File: src/bsfp_pkg.sv
package bsfp_pkg;
  // flash geometry, word addressed
  localparam int AW = 13;
  localparam logic [12:0] APP_END = 13'h1DFF;
  localparam logic [12:0] BOOT_START = 13'h1E00;
  localparam logic [12:0] BOOT_END = 13'h1FFF;
  localparam int PAGE_BYTES = 128;
  localparam int PAGE_WORDS = PAGE_BYTES / 2;
  localparam int WOFS_W = $clog2(PAGE_WORDS);
  localparam int BOOT_PAGES = 8;
  // reset vectors and settle count of the fuse strap
  localparam logic [12:0] VEC_APP = 13'h0000;
  localparam logic [12:0] VEC_BOOT = 13'h1E00;
  localparam logic [1:0] FUSE_SETTLE = 2'h3;
  // store enable window in clock cycles
  localparam logic [2:0] SPM_WINDOW_CYC = 3'h4;
  // lock vector bit positions, 1 = unprogrammed
  localparam int LK_APP_WR = 0;
  localparam int LK_APP_RD = 1;
  localparam int LK_BOOT_WR = 2;
  localparam int LK_BOOT_RD = 3;
  localparam logic [3:0] LOCK_RST = 4'hF;
  localparam int LK_DATA_LSB = 2;
  // control operation codes, bit 0 is the enable
  localparam logic [3:0] OP_FILL = 4'h1;
  localparam logic [3:0] OP_ERASE = 4'h3;
  localparam logic [3:0] OP_WRITE = 4'h5;
  localparam logic [3:0] OP_LOCK = 4'h9;
  // register byte offsets
  localparam logic [7:0] REG_CTRL = 8'h00;
  localparam logic [7:0] REG_LOCK = 8'h04;
  localparam logic [7:0] REG_STAT = 8'h08;
  localparam logic [7:0] REG_VEC = 8'h0C;
  // status bit positions
  localparam int ST_FUSE = 0;
  localparam int ST_SDENY = 1;
  localparam int ST_LDENY = 2;
  localparam int ST_BUSY = 3;
  localparam int ST_VOK = 4;
  // control sequencer states, one-hot
  typedef enum logic [2:0] {
    S_IDLE = 3'h1,
    S_ARMED = 3'h2,
    S_BUSY = 3'h4
  } bsfp_state_e_t;
  // whole register state of the block
  typedef struct packed {
    bsfp_state_e_t st;
    logic [3:0] op;
    logic [2:0] win;
    logic [3:0] locks;
    logic fuse_s1;
    logic fuse_s2;
    logic fuse;
    logic fuse_ok;
    logic [1:0] fuse_cnt;
    logic [12:0] vec;
    logic stb_s1;
    logic stb_s2;
    logic stb_d;
    logic era_s1;
    logic era_s2;
    logic era_d;
    logic [3:0] ld_s1;
    logic [3:0] ld_s2;
    logic pready;
    logic pslverr;
    logic [31:0] prdata;
    logic ack;
    logic deny;
    logic [15:0] ldata;
    logic cmd;
    logic [3:0] cmd_op;
    logic [12:0] cmd_addr;
    logic [15:0] cmd_data;
    logic halt;
    logic sdeny;
    logic ldeny;
  } bsfp_regs_t;
  // page number of a word address
  function automatic logic [12-WOFS_W:0] page_of(input logic [12:0] a);
    page_of = a[12:WOFS_W];
  endfunction
  // true when a word address lies in the boot section, the top whole pages
  function automatic logic in_boot(input logic [12:0] a);
    in_boot = (a >= BOOT_START) && (a <= BOOT_END)
      && (page_of(a) >= 7'(2 ** (AW - WOFS_W) - BOOT_PAGES));
  endfunction
endpackage
File: src/bsfp_core.sv
// The APB interface to the registers and the placing of the registers were decided locally.
`timescale 1ns/1ps
`default_nettype none
module bsfp_core (
  input wire logic I_REF_CLK,
  input wire logic I_SYS_RST,
  input wire logic I_PSEL,
  input wire logic I_PENABLE,
  input wire logic I_PWRITE,
  input wire logic [7:0] I_PADDR,
  input wire logic [31:0] I_PWDATA,
  output logic [31:0] O_PRDATA,
  output logic O_PREADY,
  output logic O_PSLVERR,
  input wire logic I_CORE_REQ,
  input wire logic I_CORE_STORE,
  input wire logic [bsfp_pkg::AW-1:0] I_CORE_PC,
  input wire logic [bsfp_pkg::AW-1:0] I_CORE_ADDR,
  input wire logic [15:0] I_CORE_WDATA,
  input wire logic [15:0] I_FLASH_RDATA,
  input wire logic I_FLASH_DONE,
  input wire logic I_BOOT_RESET_FUSE,
  input wire logic I_PROG_LOCK_STB,
  input wire logic [3:0] I_PROG_LOCK_DATA,
  input wire logic I_CHIP_ERASE,
  output logic O_CORE_ACK,
  output logic O_CORE_DENY,
  output logic [15:0] O_LOAD_DATA,
  output logic O_CORE_HALT,
  output logic O_FLASH_CMD,
  output logic [3:0] O_FLASH_OP,
  output logic [bsfp_pkg::AW-1:0] O_FLASH_ADDR,
  output logic [15:0] O_FLASH_DATA,
  output logic [bsfp_pkg::AW-1:0] O_RESET_VECTOR,
  output logic O_VECTOR_VALID,
  output logic [3:0] O_LOCK_BITS
);
  import bsfp_pkg::*;

  // registered state and its next value
  bsfp_regs_t s_r;
  bsfp_regs_t s_nxt;
  // decoded helpers
  logic acc; // apb access phase
  logic wr_done; // apb write completes here
  logic pc_boot; // core executes from boot section
  logic tgt_boot; // core addresses boot section
  logic ld_block; // load hits a read lock
  logic wr_lock; // target section write locked
  logic st_ok; // store may execute
  logic era_rise; // chip erase edge
  logic stb_rise; // programmer lock strobe edge
  logic op_valid; // written code is a known operation

  // section and protection decode for the current request
  always_comb begin
    pc_boot = in_boot(I_CORE_PC);
    tgt_boot = in_boot(I_CORE_ADDR);
    // reads inside a section are never blocked
    ld_block = (pc_boot && !tgt_boot && !s_r.locks[LK_APP_RD])
      || (!pc_boot && tgt_boot && !s_r.locks[LK_BOOT_RD]);
    // each section has its own write lock
    wr_lock = tgt_boot ? !s_r.locks[LK_BOOT_WR]
      : !s_r.locks[LK_APP_WR];
    // lock setting ignores the address, page ops obey the lock
    st_ok = (s_r.st == S_ARMED) && pc_boot
      && ((s_r.op == OP_LOCK) || !wr_lock);
    era_rise = s_r.era_s2 && !s_r.era_d;
    stb_rise = s_r.stb_s2 && !s_r.stb_d;
    acc = I_PSEL && I_PENABLE;
    wr_done = acc && s_r.pready && I_PWRITE;
    op_valid = (I_PWDATA[3:0] == OP_FILL) || (I_PWDATA[3:0] == OP_ERASE)
      || (I_PWDATA[3:0] == OP_WRITE) || (I_PWDATA[3:0] == OP_LOCK);
  end

  // next-state logic for the whole block
  always_comb begin
    s_nxt = s_r;
    // pulses default low
    s_nxt.ack = 1'b0;
    s_nxt.deny = 1'b0;
    s_nxt.cmd = 1'b0;
    s_nxt.pready = 1'b0;
    s_nxt.pslverr = 1'b0;

    // pin synchronisers, first stage read only by second
    s_nxt.fuse_s1 = I_BOOT_RESET_FUSE;
    s_nxt.fuse_s2 = s_r.fuse_s1;
    s_nxt.stb_s1 = I_PROG_LOCK_STB;
    s_nxt.stb_s2 = s_r.stb_s1;
    s_nxt.stb_d = s_r.stb_s2;
    s_nxt.era_s1 = I_CHIP_ERASE;
    s_nxt.era_s2 = s_r.era_s1;
    s_nxt.era_d = s_r.era_s2;
    s_nxt.ld_s1 = I_PROG_LOCK_DATA;
    s_nxt.ld_s2 = s_r.ld_s1;

    // strap is caught once the synchroniser has filled
    if (s_r.fuse_cnt != 2'h0) begin
      s_nxt.fuse_cnt = s_r.fuse_cnt - 2'h1;
    end
    if (s_r.fuse_cnt == 2'h1) begin
      s_nxt.fuse = s_r.fuse_s2;
      s_nxt.fuse_ok = 1'b1;
      // programmed fuse reads 0 and moves the vector
      s_nxt.vec = s_r.fuse_s2 ? VEC_APP : VEC_BOOT;
    end

    // programmer path: only erase can return bits to 1
    if (era_rise) begin
      s_nxt.locks = LOCK_RST;
    end else if (stb_rise) begin
      s_nxt.locks = s_r.locks & s_r.ld_s2;
    end

    // apb: one wait state, answer registered
    if (acc && !s_r.pready) begin
      s_nxt.pready = 1'b1;
      s_nxt.prdata = 32'h0000_0000;
      case (I_PADDR)
        REG_CTRL: begin
          s_nxt.prdata[3:0] = s_r.op;
        end
        REG_LOCK: begin
          s_nxt.prdata[3:0] = s_r.locks;
        end
        REG_STAT: begin
          s_nxt.prdata[ST_FUSE] = s_r.fuse;
          s_nxt.prdata[ST_SDENY] = s_r.sdeny;
          s_nxt.prdata[ST_LDENY] = s_r.ldeny;
          s_nxt.prdata[ST_BUSY] = s_r.st == S_BUSY;
          s_nxt.prdata[ST_VOK] = s_r.fuse_ok;
        end
        REG_VEC: begin
          s_nxt.prdata[AW-1:0] = s_r.vec;
        end
        default: begin
          // unmapped address answers with an error
          s_nxt.pslverr = 1'b1;
        end
      endcase
    end

    // status deny flags clear on writing one
    if (wr_done && I_PADDR == REG_STAT) begin
      if (I_PWDATA[ST_SDENY]) begin
        s_nxt.sdeny = 1'b0;
      end
      if (I_PWDATA[ST_LDENY]) begin
        s_nxt.ldeny = 1'b0;
      end
    end

    // control sequencer
    case (s_r.st)
      S_IDLE: begin
        // writes to control only count while idle
        if (wr_done && I_PADDR == REG_CTRL) begin
          s_nxt.op = I_PWDATA[3:0];
          if (op_valid) begin
            // open the short window for the store
            s_nxt.st = S_ARMED;
            s_nxt.win = SPM_WINDOW_CYC;
          end else begin
            s_nxt.op[0] = 1'b0;
          end
        end
      end
      S_ARMED: begin
        // window runs out unless a store uses it
        s_nxt.win = s_r.win - 3'h1;
        if (s_r.win == 3'h1) begin
          s_nxt.st = S_IDLE;
          s_nxt.op[0] = 1'b0;
        end
      end
      S_BUSY: begin
        // core halted until the flash finishes
        if (I_FLASH_DONE) begin
          s_nxt.st = S_IDLE;
          s_nxt.op[0] = 1'b0;
        end
      end
      default: begin
        // illegal code recovers to idle
        s_nxt.st = S_IDLE;
        s_nxt.op = 4'h0;
      end
    endcase

    // core requests, ignored while the core is halted
    if (I_CORE_REQ && s_r.st != S_BUSY) begin
      s_nxt.ack = 1'b1;
      if (!I_CORE_STORE) begin
        // blocked load returns zero, never the array word
        s_nxt.ldata = ld_block ? 16'h0000 : I_FLASH_RDATA;
        s_nxt.deny = ld_block;
        if (ld_block) begin
          s_nxt.ldeny = 1'b1;
        end
      end else if (st_ok) begin
        s_nxt.op[0] = 1'b0;
        s_nxt.st = S_IDLE;
        if (s_r.op == OP_LOCK) begin
          // zero data bits program the matching locks
          s_nxt.locks = s_nxt.locks
            & I_CORE_WDATA[LK_DATA_LSB+3:LK_DATA_LSB];
        end else begin
          s_nxt.cmd = 1'b1;
          s_nxt.cmd_op = s_r.op;
          s_nxt.cmd_addr = I_CORE_ADDR;
          s_nxt.cmd_data = I_CORE_WDATA;
          // erase and write hold the core, fill does not
          if (s_r.op != OP_FILL) begin
            s_nxt.op[0] = 1'b1;
            s_nxt.st = S_BUSY;
          end
        end
      end else begin
        // refused store leaves the flash untouched
        s_nxt.deny = 1'b1;
        s_nxt.sdeny = 1'b1;
        if (s_r.st == S_ARMED) begin
          s_nxt.st = S_IDLE;
          s_nxt.op[0] = 1'b0;
        end
      end
    end

    // halt follows the state so it comes from a flop
    s_nxt.halt = (s_nxt.st == S_BUSY);
  end

  // single state register, synchronous reset
  always_ff @(posedge I_REF_CLK) begin
    if (I_SYS_RST) begin
      s_r <= '0;
      s_r.st <= S_IDLE;
      // locks model the stored bits, reload as unprogrammed
      s_r.locks <= LOCK_RST;
      s_r.fuse <= 1'b1;
      s_r.fuse_cnt <= FUSE_SETTLE;
      s_r.vec <= VEC_APP;
    end else begin
      s_r <= s_nxt;
    end
  end

  // outputs straight from the state flops
  assign O_PRDATA = s_r.prdata;
  assign O_PREADY = s_r.pready;
  assign O_PSLVERR = s_r.pslverr;
  assign O_CORE_ACK = s_r.ack;
  assign O_CORE_DENY = s_r.deny;
  assign O_LOAD_DATA = s_r.ldata;
  assign O_CORE_HALT = s_r.halt;
  assign O_FLASH_CMD = s_r.cmd;
  assign O_FLASH_OP = s_r.cmd_op;
  assign O_FLASH_ADDR = s_r.cmd_addr;
  assign O_FLASH_DATA = s_r.cmd_data;
  assign O_RESET_VECTOR = s_r.vec;
  assign O_VECTOR_VALID = s_r.fuse_ok;
  assign O_LOCK_BITS = s_r.locks;

  // boot code reading a read-locked application word gets zero
  property p_app_rd;
    @(posedge I_REF_CLK) disable iff (I_SYS_RST)
    I_CORE_REQ && !I_CORE_STORE && s_r.st != S_BUSY && in_boot(I_CORE_PC)
      && !in_boot(I_CORE_ADDR) && !s_r.locks[LK_APP_RD]
      |=> O_CORE_DENY && O_LOAD_DATA == 16'h0000;
  endproperty
  a_app_rd: assert property (p_app_rd)
    else $error("app read lock not honoured");

  // application code reading a read-locked boot word is refused
  property p_boot_rd;
    @(posedge I_REF_CLK) disable iff (I_SYS_RST)
    I_CORE_REQ && !I_CORE_STORE && s_r.st != S_BUSY
      && !in_boot(I_CORE_PC) && in_boot(I_CORE_ADDR)
      && !s_r.locks[LK_BOOT_RD]
      |=> O_CORE_ACK && O_CORE_DENY && O_LOAD_DATA == 16'h0000;
  endproperty
  a_boot_rd: assert property (p_boot_rd)
    else $error("boot read lock not honoured");

  // no flash command for a write-locked application page
  property p_app_wr;
    @(posedge I_REF_CLK) disable iff (I_SYS_RST)
    I_CORE_REQ && I_CORE_STORE && s_r.st != S_BUSY && !in_boot(I_CORE_ADDR)
      && !s_r.locks[LK_APP_WR] && s_r.op != OP_LOCK
      |=> O_CORE_DENY && !O_FLASH_CMD;
  endproperty
  a_app_wr: assert property (p_app_wr)
    else $error("store reached locked application section");

  // no flash command for a write-locked boot page
  property p_boot_wr;
    @(posedge I_REF_CLK) disable iff (I_SYS_RST)
    I_CORE_REQ && I_CORE_STORE && s_r.st != S_BUSY && in_boot(I_CORE_ADDR)
      && !s_r.locks[LK_BOOT_WR] && s_r.op != OP_LOCK
      |=> O_CORE_DENY && !O_FLASH_CMD;
  endproperty
  a_boot_wr: assert property (p_boot_wr)
    else $error("store reached locked boot section");

  // a store fetched outside the boot section never runs
  property p_pc_app;
    @(posedge I_REF_CLK) disable iff (I_SYS_RST)
    I_CORE_REQ && I_CORE_STORE && s_r.st != S_BUSY && !in_boot(I_CORE_PC)
      |=> O_CORE_DENY && !O_FLASH_CMD && $stable(O_LOCK_BITS);
  endproperty
  a_pc_app: assert property (p_pc_app)
    else $error("store executed from application code");

  // the store window lasts four cycles at most
  property p_window;
    @(posedge I_REF_CLK) disable iff (I_SYS_RST)
    (s_r.st == S_ARMED) [*4] |=> s_r.st != S_ARMED;
  endproperty
  a_window: assert property (p_window)
    else $error("store window longer than four cycles");

  // vector follows the caught fuse level
  property p_vec;
    @(posedge I_REF_CLK) disable iff (I_SYS_RST)
    !O_VECTOR_VALID ##1 O_VECTOR_VALID
      |-> O_RESET_VECTOR == ($past(s_r.fuse_s2) ? VEC_APP : VEC_BOOT);
  endproperty
  a_vec: assert property (p_vec)
    else $error("reset vector does not match boot fuse");

  // a lock bit returns to one only after a chip erase edge
  property p_lock_up;
    @(posedge I_REF_CLK) disable iff (I_SYS_RST)
    |(O_LOCK_BITS & ~$past(O_LOCK_BITS)) |-> $past(era_rise);
  endproperty
  a_lock_up: assert property (p_lock_up)
    else $error("lock bit unprogrammed without chip erase");
endmodule
`default_nettype wire

File: config.mk
export PLATFORM = sky130hd
export DESIGN_NAME = bsfp_core
export DESIGN_NICKNAME = d
export VERILOG_FILES = /design/src/bsfp_pkg.sv /design/src/bsfp_core.sv
export SDC_FILE = /design/constraint.sdc
export NUM_CORES = 1
export LEC_CHECK = 0
export BUFFER_PORTS_ARGS = -buffer_cell sky130_fd_sc_hd__buf_2
export CORE_UTILIZATION = 47
export CTS_BUF_LIST = sky130_fd_sc_hd__clkbuf_16
export DETAILED_ROUTE_END_ITERATION = 7
export GPL_ROUTABILITY_DRIVEN = 0
export PLACE_DENSITY = 0.9
export SLEW_MARGIN = 20
export SYNTH_ARGS = -nofsm -noshare
export SYNTH_HDL_FRONTEND = slang
export SYNTH_SLANG_ARGS = --single-unit
File: constraint.sdc
create_clock -name I_REF_CLK -period 2.1 [get_ports I_REF_CLK]
set_clock_uncertainty 0.15 [all_clocks]
set_input_delay 0.315 -clock I_REF_CLK [delete_from_list [all_inputs] [get_ports I_REF_CLK]]
set_output_delay 0.315 -clock I_REF_CLK [all_outputs]
set_load 0.005 [all_outputs]
==> results.md <==
- Post-route ant nets: 0
- Top Layer Used: met4
- Post-synthesis mux area share: 0.1165
- Cell count along the critical path: 5
- Clk pwr share: 0.457
- CP top delay family: simple AND/OR/NAND/NOR gates
- FF-to-FF path depth: 5
- XOR/XNOR share of the synthesized area: 0.001845
- Clk_lat worst skew: 0.34 ns
- Fin cells: 740
- Gate power share: 0.083
- Normalized max-slew margin: 0.5241
- Initial antenna violation count: 0
- CP startpoint: s_r[133]
- Worst setup path end: O_FLASH_DATA[9]
- Largest family of logic cells by synthesized area: buffers and inverters
- Type of element launching the critical path: flop
- Fraction of the mapped netlist area in adder cells: 0.01054
- Via density: 4.943
- Initial Utilization: 0.4857
- Syn Area/Cell: 9.077 µm²
- # DRC: 0
- Slowest-stage cell, CP: dfxtp_1
- Leakage power: 0.002426 µW
- CTS tree: yes
- First-pass GRT wire length: 15.34 mm
- Final setup viols: 0
- Die Span Y: 102.5 µm
- Met1 wire length: 4.115 mm
- Die area: 0.01051 mm²
- Congestion Overflow GR: 0
- Die span in x: 102.5 µm
- Crit Path Category: reg -> reg
- Pwr Density: 787.1 mW/mm²
- Tmin final: 1.900 ns
- DR WL met3: 519 µm
- Post-layout nets: 720
- DP HPWL: 7.552 mm
- Distinct cell type count after synthesis: 57
- Syn Inst Count: 523
- Max-slew violations: 0
- CTS max path bufs: 2
- Asr flop ratio synth: 0
- Max_cap viols: 0
- Avg WL per Cell: 13.65 µm
- Seq/Total Area, Yosys: 0.4133
- TNS Setup: 0 ns
- DR WL met2: 5.089 mm
- Row count: 36
- Post-Syn Area: 0.004747 mm²
- IO Pins: 218
- Buffers added on ports: 148
- Slew @ Worst Pin: 0.7064 ns
- Switching part of the total power: 0.2077
- R2R Path End: O_FLASH_DATA[9]
- Number of global-route vias before repair: 3,392
- Placed instance count: 725
- Post-CTS resize count: 0
- Layout fillers: 881
- Worst R2R Setup Slack: 0.20 ns
- Post-synthesis compound-gate area fraction: 0.07828
- RR Startpoint: s_r[133]
- Sequential power share: 0.460
- Vias: 3,658
- Setup bufs post-CTS: 0
- Area share of the largest cell type after synthesis: 0.4133
- Reg clk slew, reported paths: 0.06 ns
- Final WL: 10.10 mm
- H-tree depth: 3
- Maximum fanout along the worst path: 21
- F_max: 526.4 MHz
- Syn. warnings: 0
- Top cell type by total area after synthesis: dfxtp_1
- Hold Fails Final Rpt: 0
- Max stage delay on crit path: 0.53 ns
- Initial DRT Pass Iterations: 4
- Clk Tree Root Cell: clkbuf_16
- Internal Pwr Total: 3350 µW
- Net Sw Power: 878.3 µW
- Peak VDD IR: 401.9 µV
- Diode count: 0
- CP required: 2.22 ns
- RSZ-0062 raised after global routing: false
- Global Route Usage Sum: 0.1907
- #FFs+latches synth: 98
- Clock net sink count: 98
- Crit-path cells: or3b_1 > and4_4 > and3_4 > buf_12 > mux2i_1
- Crit path capture type: flop
- Post-CTS Hold Buffers: 0
- Run status: finished, final reports clean
- Number of DRC markers in iteration 0: 156
- Core area: 0.009774 mm²
- CTS Buf Count: 9
- Crit path DAT: 2.02 ns
- Largest net degree at the start of global routing: 44
- Post-Synth Simple-Gate Area: 0.1856
- Layout cells sized above 1: 0.2998
- Main synth FF type: dfxtp_1
- Synth area leaders: dfxtp_1, buf_4, mux2i_1
- Fin crit share: 0.9046
- Post-synth EDFFs: 0
- Hold Path Class: in -> reg
- Area growth from synthesis to layout: 13.18%
- Worst Path Buf+Inv: 1
==> how the worst min path moves through the flow <==
stage                     cells past startpoint                 from  slack (ns)           to
after floorplan                               1         I_CORE_STORE        0.25  O_CORE_DENY
after global placement                        1           s_nxt[101]        0.27   s_nxt[100]
after detailed placement                      1            s_nxt[90]        0.28      s_r[90]
after CTS                                     2  I_PROG_LOCK_DATA[0]        0.03    s_nxt[89]
after global routing                          2  I_PROG_LOCK_DATA[0]        0.03    s_nxt[89]
final                                         2         I_CHIP_ERASE        0.03    s_nxt[98]
==> layout make-up <==
class                           count  area [µm²]  share of cell area
Clock inverter                      6       131.4             0.02445
Timing Repair Buffer              159       848.3              0.1579
Multi-Input combinational cell    322        1991              0.3705
Tap cell                          133       166.4             0.03097
Sequential cell                    98        1962              0.3652
Clock buffer                        9       225.2             0.04192
Inverter                           13       48.80            0.009082
==> worst reg2reg max path, stage by stage, from the launching register on <==
cell	delay, ns
dfxtp_1	0.53
or3b_1	0.24
and4_4	0.26
and3_4	0.23
buf_12	0.20
mux2i_1	0.22
==> power by group through the flow <==
| stage | clock network (µW) | registers, µW | logic [µW] |
|---|---|---|---|
| after global routing | 2070 | 1950 | 396 |
| after CTS | 1970 | 1950 | 350 |
| final | 1930 | 1950 | 350 |
| after global placement | 0 | 1980 | 332 |
| after floorplan | 0 | 1980 | 276 |
| after detailed placement | 0 | 1990 | 346 |
==> through the flow <==
stage	total power, µW	setup slack (ns)	hold slack (ns)	area, µm²	util
after floorplan	2256	0.2803	0.2536	4863	-
after detailed placement	2334	0.08832	0.2784	5016	0.5132
after global routing	4415	0.09680	0.03297	5373	0.5497
after global placement	2316	0.1632	0.2689	5016	0.5132
after CTS	4267	0.2251	0.02961	5373	0.5497
final	4229	0.2004	0.03348	5373	0.5497
==> state kept, by name, summed over array words and instances (netlist names), 4 cells and up <==
| signal | count |
|---|---|
| s_nxt | 9 |
| O_LOCK_BITS | 4 |
| s_r | 22 |
| O_FLASH_OP | 4 |
| O_LOAD_DATA | 16 |
| O_FLASH_ADDR | 13 |
| O_PRDATA | 6 |
| O_FLASH_DATA | 16 |
==> layer usage <==
metal  track usage  vias to the layer above
li1              -                     1794
met1        0.2133                     1698
met2        0.3328                      138
met3       0.03864                       28
met4        0.1176                        0
met5             0                        -
==> logic make-up (layout without fill, tap and decap cells) <==
group,count (synthesis),count (layout)
other,1,32
flip-flops,98,98
multiplexers,55,55
buffers and inverters,134,187
AO/OA/AOI/OAI,55,55
XOR/XNOR,1,1
adder cells (fa/ha/maj),4,4
AND/OR/NAND/NOR,175,175
==> cell usage after synthesis, drive strengths merged, types with 2 or more instances <==
master and instances:
buf 107, dfxtp 98, nand2 73, mux2i 53
nor2 21, nor2b 21, nor3 21, clkbuf 14
inv 13, a21oi 12, o21ai 10, nand2b 6
nand4 6, and2 5, a2bb2oi 4, ha 4
nor3b 4, o2bb2ai 4, a22oi 3, a31oi 3
and4 3, o211ai 3, o21a 3, o22ai 3
and3 2, mux2 2, nor4 2, or4 2
==> placed cells by master (no fill, tap or decap), drive strengths merged, types with 6 or more instances in the layout <==
master and n:
a21oi 12, buf 159, clkbuf 9, conb 32, dfxtp 98, inv 14, mux2i 53, nand2 73
nand2b 6, nand4 6, nor2 21, nor2b 21, nor3 21, o21ai 10
Note: power is estimated with default switching activity, not from simulation.
